File: config.mk
export PLATFORM = sky130hd
export DESIGN_NAME = dccc_config
export DESIGN_NICKNAME = d
export VERILOG_FILES = /design/src/dccc_pkg.sv /design/src/dccc_phase_wrap.sv /design/src/dccc_config.sv
export SDC_FILE = /design/constraint.sdc
export NUM_CORES = 1
export LEC_CHECK = 0
export ABC_AREA = 1
export BUFFER_PORTS_ARGS = -buffer_cell sky130_fd_sc_hd__buf_2
export CORE_ASPECT_RATIO = 0.8
export CORE_MARGIN = 4
export CORE_UTILIZATION = 53
export CTS_BUF_LIST = sky130_fd_sc_hd__clkbuf_2
export DETAILED_ROUTE_END_ITERATION = 10
export HOLD_SLACK_MARGIN = 0.06
export PLACE_DENSITY = 0.76
export REMOVE_ABC_BUFFERS = 1
export SLEW_MARGIN = 10
export SYNTH_ARGS = -nofsm -noshare
export SYNTH_HDL_FRONTEND = slang
export SYNTH_SLANG_ARGS = --single-unit
File: constraint.sdc
create_clock -name sys_clk_in -period 3.77 [get_ports sys_clk_in]
set_input_delay 0.1885 -clock sys_clk_in [delete_from_list [all_inputs] [get_ports sys_clk_in]]
set_output_delay 0.1885 -clock sys_clk_in [all_outputs]
set_load 0.02 [all_outputs]
File: src/dccc_pkg.sv
// Purpose: constants and types for the duty-cycle calibration config block
// Assumes: 32-bit classic Wishbone register port, 100 MHz system clock
// Notes:   config word stores only its writable bits; the rest read as zero
package dccc_pkg;

	// register byte offsets
	localparam logic [7:0]  DCCC_CFG_OFS      = 8'h00; // duty_calibration_configuration
	localparam logic [7:0]  DCCC_ACC_OFS      = 8'h04; // acceleration / timing settings
	localparam logic [7:0]  DCCC_STS_OFS      = 8'h08; // sequencer status, read only
	localparam int          DCCC_ADR_W        = 8;     // decoded address bits

	// configuration word layout
	localparam logic [31:0] DCCC_CFG_RESET    = 32'h800a_9800;
	localparam logic [31:0] DCCC_CFG_RW_MASK  = 32'hfbff_ff30;
	localparam int          DCCC_GAIN_LSB     = 27;
	localparam int          DCCC_SPARE_BIT    = 25;
	localparam int          DCCC_SLOW_EN_BIT  = 24;
	localparam int          DCCC_FL_SEL_LSB   = 22;
	localparam int          DCCC_FL_EN_BIT    = 21;
	localparam int          DCCC_DECI_LSB     = 16;
	localparam int          DCCC_ROBUST_BIT   = 15;
	localparam int          DCCC_WRAP_LSB     = 13;
	localparam int          DCCC_LPF_LSB      = 8;
	localparam int          DCCC_HOLD_BIT     = 5;
	localparam int          DCCC_INT_BIT      = 4;
	localparam int          DCCC_RSVD_BIT     = 26;

	// acceleration word layout
	localparam logic [31:0] DCCC_ACC_RW_MASK  = 32'h000f_ffff;
	localparam int          DCCC_ACC_DUR_LSB  = 0;
	localparam int          DCCC_ACC_DLY_LSB  = 8;
	localparam int          DCCC_ACC_RATE_LSB = 16;
	localparam int          DCCC_ACC_RST_BIT  = 31;
	localparam logic [7:0]  DCCC_ACC_DUR_RST  = 8'h20;
	localparam logic [7:0]  DCCC_ACC_DLY_RST  = 8'h10;
	localparam logic [3:0]  DCCC_ACC_RATE_RST = 4'h0;

	// status word bit positions
	localparam int          DCCC_STS_ACCEL    = 0;
	localparam int          DCCC_STS_FAST     = 1;
	localparam int          DCCC_STS_WAIT     = 2;
	localparam int          DCCC_STS_SLOW     = 3;
	localparam int          DCCC_STS_CLKEN    = 4;
	localparam int          DCCC_STS_HOLD     = 5;
	localparam int          DCCC_STS_DACZ     = 6;
	localparam int          DCCC_STS_WRAP     = 7;

	// fast-lock coefficient for select code 0; codes step by one
	localparam logic [4:0]  DCCC_FL_COEF_BASE = 5'h0b;

	// phase wrap thresholds, in ring-oscillator steps
	localparam logic signed [7:0] DCCC_WRAP_SPAN = 8'sh22; // 34
	localparam logic [7:0]  DCCC_WRAP_THR_HI  = 8'h11;     // 17
	localparam logic [7:0]  DCCC_WRAP_THR_LO  = 8'h0c;     // 12

	// update base tick: one microsecond
	localparam int          DCCC_CLK_MHZ      = 100;
	localparam int          DCCC_BASE_US      = 1;
	localparam int          DCCC_BASE_CYC     = DCCC_BASE_US * DCCC_CLK_MHZ;

	// calibration sequencer states
	typedef enum logic [1:0] {
		DCCC_S_ACCEL,
		DCCC_S_RUN,
		DCCC_S_WAIT,
		DCCC_S_SLOW
	} dccc_state_t;

	// phase wrap select codes
	localparam logic [1:0]  DCCC_WRAP_NEAR    = 2'h0;
	localparam logic [1:0]  DCCC_WRAP_GT17    = 2'h1;
	localparam logic [1:0]  DCCC_WRAP_GT12    = 2'h2;

endpackage : dccc_pkg

File: src/dccc_phase_wrap.sv
// Purpose: phase wrap decision on a ring-oscillator cycle delta
// Assumes: delta is signed and its magnitude stays below 64
// Notes:   result registered on each update enable
`timescale 1ns/1ps
module dccc_phase_wrap
	import dccc_pkg::*;
(
	input  wire logic              sys_clk_in,   // system clock
	input  wire logic              reset_n_in,   // sync reset, active low
	input  wire logic              upd_in,       // update enable pulse
	input  wire logic [1:0]        sel_in,       // wrap algorithm select
	input  wire logic signed [7:0] delta_in,     // raw cycle delta
	output logic                   wrap_out,     // wrap assumed
	output logic signed [7:0]      delta_out     // wrap-corrected delta
);
	import dccc_pkg::*;

	typedef struct packed {
		logic              wrap;   // last decision
		logic signed [7:0] delta;  // last corrected delta
	} dccc_pw_t;

	dccc_pw_t          pw_q;       // registered state
	dccc_pw_t          pw_d;       // next state
	logic signed [7:0] plus_v;     // delta + span
	logic signed [7:0] minus_v;    // delta - span
	logic        [7:0] mag_v;      // |delta|
	logic        [7:0] mag_p;      // |delta + span|
	logic        [7:0] mag_m;      // |delta - span|

	// magnitudes of the three candidates
	always_comb
	begin
		plus_v  = delta_in + DCCC_WRAP_SPAN;
		minus_v = delta_in - DCCC_WRAP_SPAN;
		mag_v   = delta_in[7] ? 8'(-delta_in) : 8'(delta_in);
		mag_p   = plus_v[7] ? 8'(-plus_v) : 8'(plus_v);
		mag_m   = minus_v[7] ? 8'(-minus_v) : 8'(minus_v);
	end

	// pick the wrap test from the select code
	always_comb
	begin
		pw_d = pw_q;
		if (upd_in)
		begin
			pw_d.wrap  = 1'b0;
			pw_d.delta = delta_in;
			case (sel_in)
				DCCC_WRAP_GT17, DCCC_WRAP_GT12:
				begin
					// threshold codes shift the delta by one span against its sign
					if (mag_v > ((sel_in == DCCC_WRAP_GT17) ? DCCC_WRAP_THR_HI : DCCC_WRAP_THR_LO))
					begin
						pw_d.wrap  = 1'b1;
						pw_d.delta = delta_in[7] ? plus_v : minus_v;
					end
				end
				default:
				begin
					// nearest code; the unused code 3 behaves the same
					if (mag_p < mag_v)
					begin
						pw_d.wrap  = 1'b1;
						pw_d.delta = plus_v;
					end
					else if (mag_m < mag_v)
					begin
						pw_d.wrap  = 1'b1;
						pw_d.delta = minus_v;
					end
				end
			endcase
		end
	end

	// state register
	always_ff @(posedge sys_clk_in)
	begin
		if (!reset_n_in)
			pw_q <= '0;
		else
			pw_q <= pw_d;
	end

	assign wrap_out  = pw_q.wrap;
	assign delta_out = pw_q.delta;
endmodule : dccc_phase_wrap

File: src/dccc_config.sv
// Purpose: duty-cycle calibration configuration register and mode sequencer
// Assumes: classic Wishbone slave, 32-bit data, pins synchronous to clock
// Notes:   acceleration runs after reset and on software restart
`timescale 1ns/1ps
module dccc_config
	import dccc_pkg::*;
(
	input  wire logic              sys_clk_in,      // 100 MHz system clock
	input  wire logic              reset_n_in,      // sync reset, active low
	input  wire logic              wb_cyc_i,        // bus cycle
	input  wire logic              wb_stb_i,        // strobe
	input  wire logic              wb_we_i,         // write enable
	input  wire logic [7:0]        wb_adr_i,        // byte address
	input  wire logic [3:0]        wb_sel_i,        // byte lanes
	input  wire logic [31:0]       wb_dat_i,        // write data
	output logic [31:0]            wb_dat_o,        // read data
	output logic                   wb_ack_o,        // acknowledge
	input  wire logic signed [7:0] ro_delta_in,     // ring-oscillator delta
	output logic [4:0]             gain_shift_out,  // slow filter gain shift
	output logic                   slow_mode_out,   // slow filter mode active
	output logic                   update_tick_out, // shared update enable
	output logic                   fast_lock_out,   // fast lock active
	output logic [4:0]             lpf_coef_out,    // lowpass coefficient in use
	output logic [4:0]             deci_coef_out,   // decimator coefficient
	output logic                   robust_out,      // robust state decode on
	output logic [1:0]             wrap_sel_out,    // phase wrap select
	output logic                   wrap_out,        // phase wrap seen
	output logic signed [7:0]      delta_out,       // corrected delta
	output logic                   dac_zero_out,    // force DAC output zero
	output logic                   holdover_out,    // calibration held
	output logic                   clocks_en_out    // output clocks may run
);
	import dccc_pkg::*;

	typedef struct packed {
		logic [31:0] cfg;     // configuration word
		logic [19:0] acc;     // acceleration settings
		dccc_state_t st;      // sequencer state
		logic [7:0]  pre;     // microsecond prescaler
		logic [3:0]  rcnt;    // update-rate counter
		logic [7:0]  tcnt;    // phase tick counter
		logic        tick;    // update pulse
		logic        clken;   // startup done
		logic        ack;     // bus acknowledge
		logic [31:0] rdat;    // read data
	} dccc_regs_t;

	localparam dccc_regs_t DCCC_REGS_RST = '{
		cfg:   DCCC_CFG_RESET,
		acc:   {DCCC_ACC_RATE_RST, DCCC_ACC_DLY_RST, DCCC_ACC_DUR_RST},
		st:    DCCC_S_ACCEL,
		pre:   '0,
		rcnt:  '0,
		tcnt:  '0,
		tick:  1'b0,
		clken: 1'b0,
		ack:   1'b0,
		rdat:  '0
	};

	dccc_regs_t  r_q;        // registered state
	dccc_regs_t  r_d;        // next state
	logic [31:0] wmask;      // byte-lane write mask
	logic        req;        // bus request pending
	logic        wr_take;    // write takes effect at this edge
	logic        hit_cfg;    // config register decoded
	logic        hit_acc;    // acceleration register decoded
	logic        hit_sts;    // status register decoded
	logic        restart;    // software restart of acceleration
	logic        slow_ok;    // slow mode allowed
	logic        fl_on;      // fast lock active
	logic [31:0] sts;        // status word
	logic [7:0]  acc_dur;    // acceleration duration, in update ticks
	logic [7:0]  acc_dly;    // slow start delay, in update ticks
	logic [3:0]  acc_rate;   // update rate, microseconds minus one
	logic        pw_wrap;    // wrap flag from decision unit
	logic signed [7:0] pw_delta; // corrected delta from decision unit

	// byte lanes expand into a bit mask
	genvar gi;
	generate
		for (gi = 0; gi < 4; gi++)
		begin : g_lane
			assign wmask[8*gi +: 8] = {8{wb_sel_i[gi]}};
		end
	endgenerate

	// address decode and field views
	always_comb
	begin
		req      = wb_cyc_i && wb_stb_i;
		hit_cfg  = (wb_adr_i == DCCC_CFG_OFS);
		hit_acc  = (wb_adr_i == DCCC_ACC_OFS);
		hit_sts  = (wb_adr_i == DCCC_STS_OFS);
		wr_take  = req && wb_we_i && r_q.ack;
		restart  = wr_take && hit_acc && wb_sel_i[3] && wb_dat_i[DCCC_ACC_RST_BIT];
		acc_dur  = r_q.acc[DCCC_ACC_DUR_LSB +: 8];
		acc_dly  = r_q.acc[DCCC_ACC_DLY_LSB +: 8];
		acc_rate = r_q.acc[DCCC_ACC_RATE_LSB +: 4];
		// slow mode held off here too in case software forgets
		slow_ok  = r_q.cfg[DCCC_SLOW_EN_BIT] && !r_q.cfg[DCCC_INT_BIT]
			&& !r_q.cfg[DCCC_HOLD_BIT];
		// acceleration forces fast lock whatever the enable bit says
		fl_on    = (r_q.st == DCCC_S_ACCEL) || r_q.cfg[DCCC_FL_EN_BIT];
	end

	// status word from sequencer state, config hold bit, dac zero and wrap flag
	always_comb
	begin
		sts                 = '0;
		sts[DCCC_STS_ACCEL] = (r_q.st == DCCC_S_ACCEL);
		sts[DCCC_STS_FAST]  = fl_on;
		sts[DCCC_STS_WAIT]  = (r_q.st == DCCC_S_WAIT);
		sts[DCCC_STS_SLOW]  = (r_q.st == DCCC_S_SLOW);
		sts[DCCC_STS_CLKEN] = r_q.clken;
		sts[DCCC_STS_HOLD]  = r_q.cfg[DCCC_HOLD_BIT];
		sts[DCCC_STS_DACZ]  = dac_zero_out;
		sts[DCCC_STS_WRAP]  = pw_wrap;
	end

	// next-state logic: bus slave, rate divider, sequencer
	always_comb
	begin
		r_d      = r_q;
		r_d.tick = 1'b0;

		// ack answers one cycle after the request and drops the cycle after
		r_d.ack = req && !r_q.ack;
		if (req && !r_q.ack)
		begin
			if (hit_cfg)
				r_d.rdat = r_q.cfg;
			else if (hit_acc)
				r_d.rdat = {12'h000, r_q.acc};
			else if (hit_sts)
				r_d.rdat = sts;
			else
				r_d.rdat = '0; // unmapped reads zero
		end

		// writes land on the edge where the master sees ack
		if (wr_take && hit_cfg)
		begin
			// writable fields keep the value written
			// reserved bit masked out, always zero
			r_d.cfg = ((r_q.cfg & ~wmask) | (wb_dat_i & wmask)) & DCCC_CFG_RW_MASK;
		end
		if (wr_take && hit_acc)
		begin
			r_d.acc = 20'(((({12'h000, r_q.acc}) & ~wmask) | (wb_dat_i & wmask))
				& DCCC_ACC_RW_MASK);
		end

		// one update rate for every divider, in whole microseconds
		if (r_q.pre == 8'(DCCC_BASE_CYC - 1))
		begin
			r_d.pre = '0;
			if (r_q.rcnt >= acc_rate)
			begin
				r_d.rcnt = '0;
				r_d.tick = 1'b1;
			end
			else
				r_d.rcnt = r_q.rcnt + 4'h1;
		end
		else
			r_d.pre = r_q.pre + 8'h01;

		// accel and start-delay counts advance on update ticks only; slow_ok changes take effect at once
		case (r_q.st)
			DCCC_S_ACCEL:
			begin
				// from reset, clocks stay off for acc_dur + 1 update ticks
				if (r_q.tick)
				begin
					if (r_q.tcnt >= acc_dur)
					begin
						r_d.st    = DCCC_S_RUN;
						r_d.tcnt  = '0;
						r_d.clken = 1'b1;
					end
					else
						r_d.tcnt = r_q.tcnt + 8'h01;
				end
			end
			DCCC_S_RUN:
			begin
				r_d.tcnt = '0;
				if (slow_ok)
					r_d.st = DCCC_S_WAIT;
			end
			DCCC_S_WAIT:
			begin
				// slow start delay counted after acceleration ends
				if (!slow_ok)
					r_d.st = DCCC_S_RUN;
				else if (r_q.tick)
				begin
					if (r_q.tcnt >= acc_dly)
						r_d.st = DCCC_S_SLOW;
					else
						r_d.tcnt = r_q.tcnt + 8'h01;
				end
			end
			DCCC_S_SLOW:
			begin
				if (!slow_ok)
					r_d.st = DCCC_S_RUN;
			end
			default:
				r_d.st = DCCC_S_RUN;
		endcase

		// restart wins over the sequencer; clocks already running stay on
		if (restart)
		begin
			r_d.st   = DCCC_S_ACCEL;
			r_d.tcnt = '0;
		end
	end

	// single state register
	always_ff @(posedge sys_clk_in)
	begin
		if (!reset_n_in)
			r_q <= DCCC_REGS_RST;
		else
			r_q <= r_d;
	end

	// phase wrap decision on each update
	dccc_phase_wrap u_wrap (
		.sys_clk_in (sys_clk_in),
		.reset_n_in (reset_n_in),
		.upd_in     (r_q.tick),
		.sel_in     (r_q.cfg[DCCC_WRAP_LSB +: 2]),
		.delta_in   (ro_delta_in),
		.wrap_out   (pw_wrap),
		.delta_out  (pw_delta)
	);

	// outputs, all decoded from registered state
	assign wb_dat_o        = r_q.rdat;
	assign wb_ack_o        = r_q.ack;
	// gain shift applied in slow mode
	assign gain_shift_out  = r_q.cfg[DCCC_GAIN_LSB +: 5];
	assign slow_mode_out   = (r_q.st == DCCC_S_SLOW);
	assign update_tick_out = r_q.tick;
	assign fast_lock_out   = fl_on;
	// fast coefficient from select, else the lowpass field
	assign lpf_coef_out    = fl_on ? (DCCC_FL_COEF_BASE + 5'(r_q.cfg[DCCC_FL_SEL_LSB +: 2]))
		: r_q.cfg[DCCC_LPF_LSB +: 5];
	assign deci_coef_out   = r_q.cfg[DCCC_DECI_LSB +: 5];
	// robust decode flag straight from its bit
	assign robust_out      = r_q.cfg[DCCC_ROBUST_BIT];
	assign wrap_sel_out    = r_q.cfg[DCCC_WRAP_LSB +: 2];
	assign wrap_out        = pw_wrap;
	assign delta_out       = pw_delta;
	// integer mode zeroes the DAC once acceleration has ended
	assign dac_zero_out    = r_q.cfg[DCCC_INT_BIT] && (r_q.st != DCCC_S_ACCEL);
	assign holdover_out    = r_q.cfg[DCCC_HOLD_BIT];
	assign clocks_en_out   = r_q.clken;
endmodule : dccc_config

==> impl_metrics.py <==
metrics = {
    "status": {
        "status": "finished clean",
    },
    "job": {
        "maxCapViolCount": 0,
    },
    "critical_path": {
        "cp-start-kind": "primary input",
        "reg2reg_depth": 9,
        "startpoint": "wb_adr_i[4]",
        "critical_path_class": "in2reg",
        "crit_fanout": 19,
        "r2r_start": "wb_ack_o",
        "end_kind": "register",
        "cp.arrival_ns": 4.11,
        "reg2reg_slack_ns": 0.91,
        "crit_required_ns": 4.31,
    },
    "logic_synthesis": {
        "netlist_area_um2": 6950,
        "synth_edf_count": 0,
        "yosysTopAreaCell": "dfxtp_1",
        "syn_avg_cell_area_um2": 6.99,
        "synthFlopType": "dfxtp_1",
        "synth_top_cells_by_count": "203 x nand2_1, 123 x inv_1, 110 x dfxtp_1",
        "yosysMostFrequentCell": "nand2_1",
        "synthTopCellsByArea": "dfxtp_1 32%, nand2_1 11%, ha_1 9.5%",
        "async_reset_ff_share_pct": 0,
        "synth_cells": 994,
        "synth_top_area_share_pct": 31.7,
        "synth_warnings": 0,
        "ys_ff_latch": 110,
        "ys_seq_area_share_pct": 31.7,
        "synth_cell_types": 43,
    },
    "drt": {
        "drc_errors": 0,
        "final_antenna_net_count": 0,
        "wl_per_cell_um": 14.7,
        "drt_iter0_markers": 709,
        "num_vias": 6904,
        "wirelength_um": 19300,
        "vias_per_cell": 5.28,
        "dr.pass1.iters": 6,
    },
    "clock_network": {
        "cts_buffers": 9,
        "cts_sinks": 110,
        "cts_max_level": 3,
        "post_cts_buffers": 0,
        "clk_latency_ns": 0.61,
        "cts_buffer_depth": 2,
        "path_clk_slew_ns": 0.32,
        "cts_root_buf": "clkbuf_2",
        "tritoncts": "built",
    },
    "floorplan": {
        "initial_core_util_pct": 54.2,
        "core_um2": 12800,
        "die_h_um": 110,
        "io_pins": 123,
        "core.rowCount": 37,
        "die_area_um2": 15000,
        "die_x_um": 136,
    },
    "sta": {
        "rsz0062_at_grt": "false",
        "period_share_pct": 94.6,
        "fmax_mhz": 280,
        "finalHoldViolations": 0,
        "min_period_ns": 3.57,
        "timing.slew.headroom_pct": 20.3,
        "tightestPinTransition_ns": 1.19,
        "slew_viol_final": 0,
        "finalSetupTns_ns": 0,
        "setup_violations": 0,
        "finClkSkew_ns": 0.0377,
    },
    "global_route": {
        "grt_util_all_layers_pct": 25.4,
        "grt_max_degree": 35,
        "antenna_found_initial": 1,
        "grt.overflow.total": 0,
        "grt_pass1_wl_um": 30600,
        "grt_pass1_vias": 6315,
    },
    "final_layout": {
        "nNetsFinal": 1236,
        "syn_to_final_growth_pct": 17.1,
        "final_util_pct": 63.4,
        "drive_gt1_share_pct": 16.1,
    },
    "placed_design": {
        "dpl.hpwl_um": 13300,
        "gp_congestion": 0.977,
        "placement.io_buffers": 120,
    },
    "hold_path": {
        "min_path_type": "in2reg",
        "holdPathStages": 5,
    },
    "power_and_ir_drop": {
        "power_leakage_nw": 3.88,
        "power_density_nw_per_um2": 276,
        "peakVddDrop_v": 0.000139,
    },
}
## worst min-delay path by stage
stage,start,to
6_report,wb_stb_i,register
5_1_grt,wb_stb_i,register
4_1_cts,ro_delta_in[5],u_wrap.delta_out[5]
3_5_place_dp,wb_dat_i[19],register
3_3_place_gp,wb_dat_i[15],register
2_1_floorplan,reset_n_in,register
## cell type report
cell class / count / area [um^2]
Antenna cell: 1 / 2.50
Multi-Input combinational cell: 674 / 3720
Clock inverter: 7 / 80.1
Fill cell: 1115 / 4690
Sequential cell: 110 / 2200
Tap cell: 175 / 219
Timing Repair Buffer: 196 / 1350
Inverter: 135 / 512
Clock buffer: 9 / 45.0
## critical path, cell delays in order
cell,delay [ns]
dlygate4sd3_1,0.53
buf_2,0.12
nor2_1,0.08
dlygate4sd3_1,0.56
nand2_1,0.11
inv_1,0.14
nand4_4,0.29
inv_2,0.20
nand2_2,0.08
inv_1,0.18
nand2_2,0.20
o21ai_0,0.23
dlygate4sd3_1,0.58
a21oi_1,0.04
dlygate4sd3_1,0.56
## what timing repair did
action,CTS,global route
hold endpoints to repair,57,0
gates resized for setup,0,0
hold buffers,71,0
## metrics by stage
stage | power [mW] | setup WS [ns] | cells | area [um^2] | hold slack (ns)
CTS | 2.25 | 0.408 | 1306 | 8130 | 0.0696
floorplan | 1.50 | 0.974 | 919 | 6440 | 0.273
global placement | 1.64 | 0.583 | 1219 | 7300 | 0.406
global route | 2.36 | 0.0857 | 1307 | 8130 | 0.0848
detailed placement | 1.64 | 0.545 | 1219 | 7300 | 0.415
finish | 2.25 | 0.203 | 1307 | 8130 | 0.105
## where the power goes
part	internal, mW	switching [mW]
Sequential	1.18	0.00761
Combinational	0.182	0.300
Clock	0.164	0.412
## cell families after synthesis
group,count (synthesis),share of synthesized area [%]
compound gates,205,16.2
xor+xnor,20,2.52
buf+inv,210,14.7
fa+ha+maj,53,9.55
other cells,1,0.0540
flops,110,31.7
simple gates,395,25.2
## cell usage in the layout, fill, tap and decap left out, drive strengths merged
| master | netlist | layout |
|---|---|---|
| ha | 53 | 53 |
| dfxtp | 110 | 110 |
| o22ai | 4 | 4 |
| or2 | 6 | 6 |
| nor2 | 68 | 68 |
| clkbuf | 16 | 9 |
| inv | 133 | 136 |
| o31ai | 2 | 2 |
| a21oi | 95 | 95 |
| a31oi | 4 | 4 |
| dlygate4sd3 | 0 | 71 |
| xnor2 | 3 | 3 |
| nand2 | 210 | 210 |
| clkinvlp | 0 | 1 |
| clkinv | 2 | 4 |
| o21a | 4 | 4 |
| nand3 | 78 | 78 |
| o221ai | 1 | 1 |
| nand4 | 17 | 17 |
| xor2 | 17 | 17 |
| conb | 1 | 1 |
| and3 | 1 | 1 |
| nor3 | 10 | 10 |
| a211oi | 3 | 3 |
| nor4 | 1 | 1 |
| o21ai | 76 | 76 |
| buf | 59 | 125 |
| nor3b | 4 | 4 |
| diode | 0 | 1 |
| bufinv | 0 | 1 |
| o211ai | 16 | 16 |
## routing by layer
metal / vias up / GRT usage [%] / part of all wire [%]
met4: 0 / 7.63 / 2.0
met2: 260 / 41.4 / 45
li1: 3475 / - / -
met5: - / 0 / 0
met3: 39 / 5.17 / 7.4
met1: 3130 / 34.2 / 45
Power figures use the tool's default switching activity.
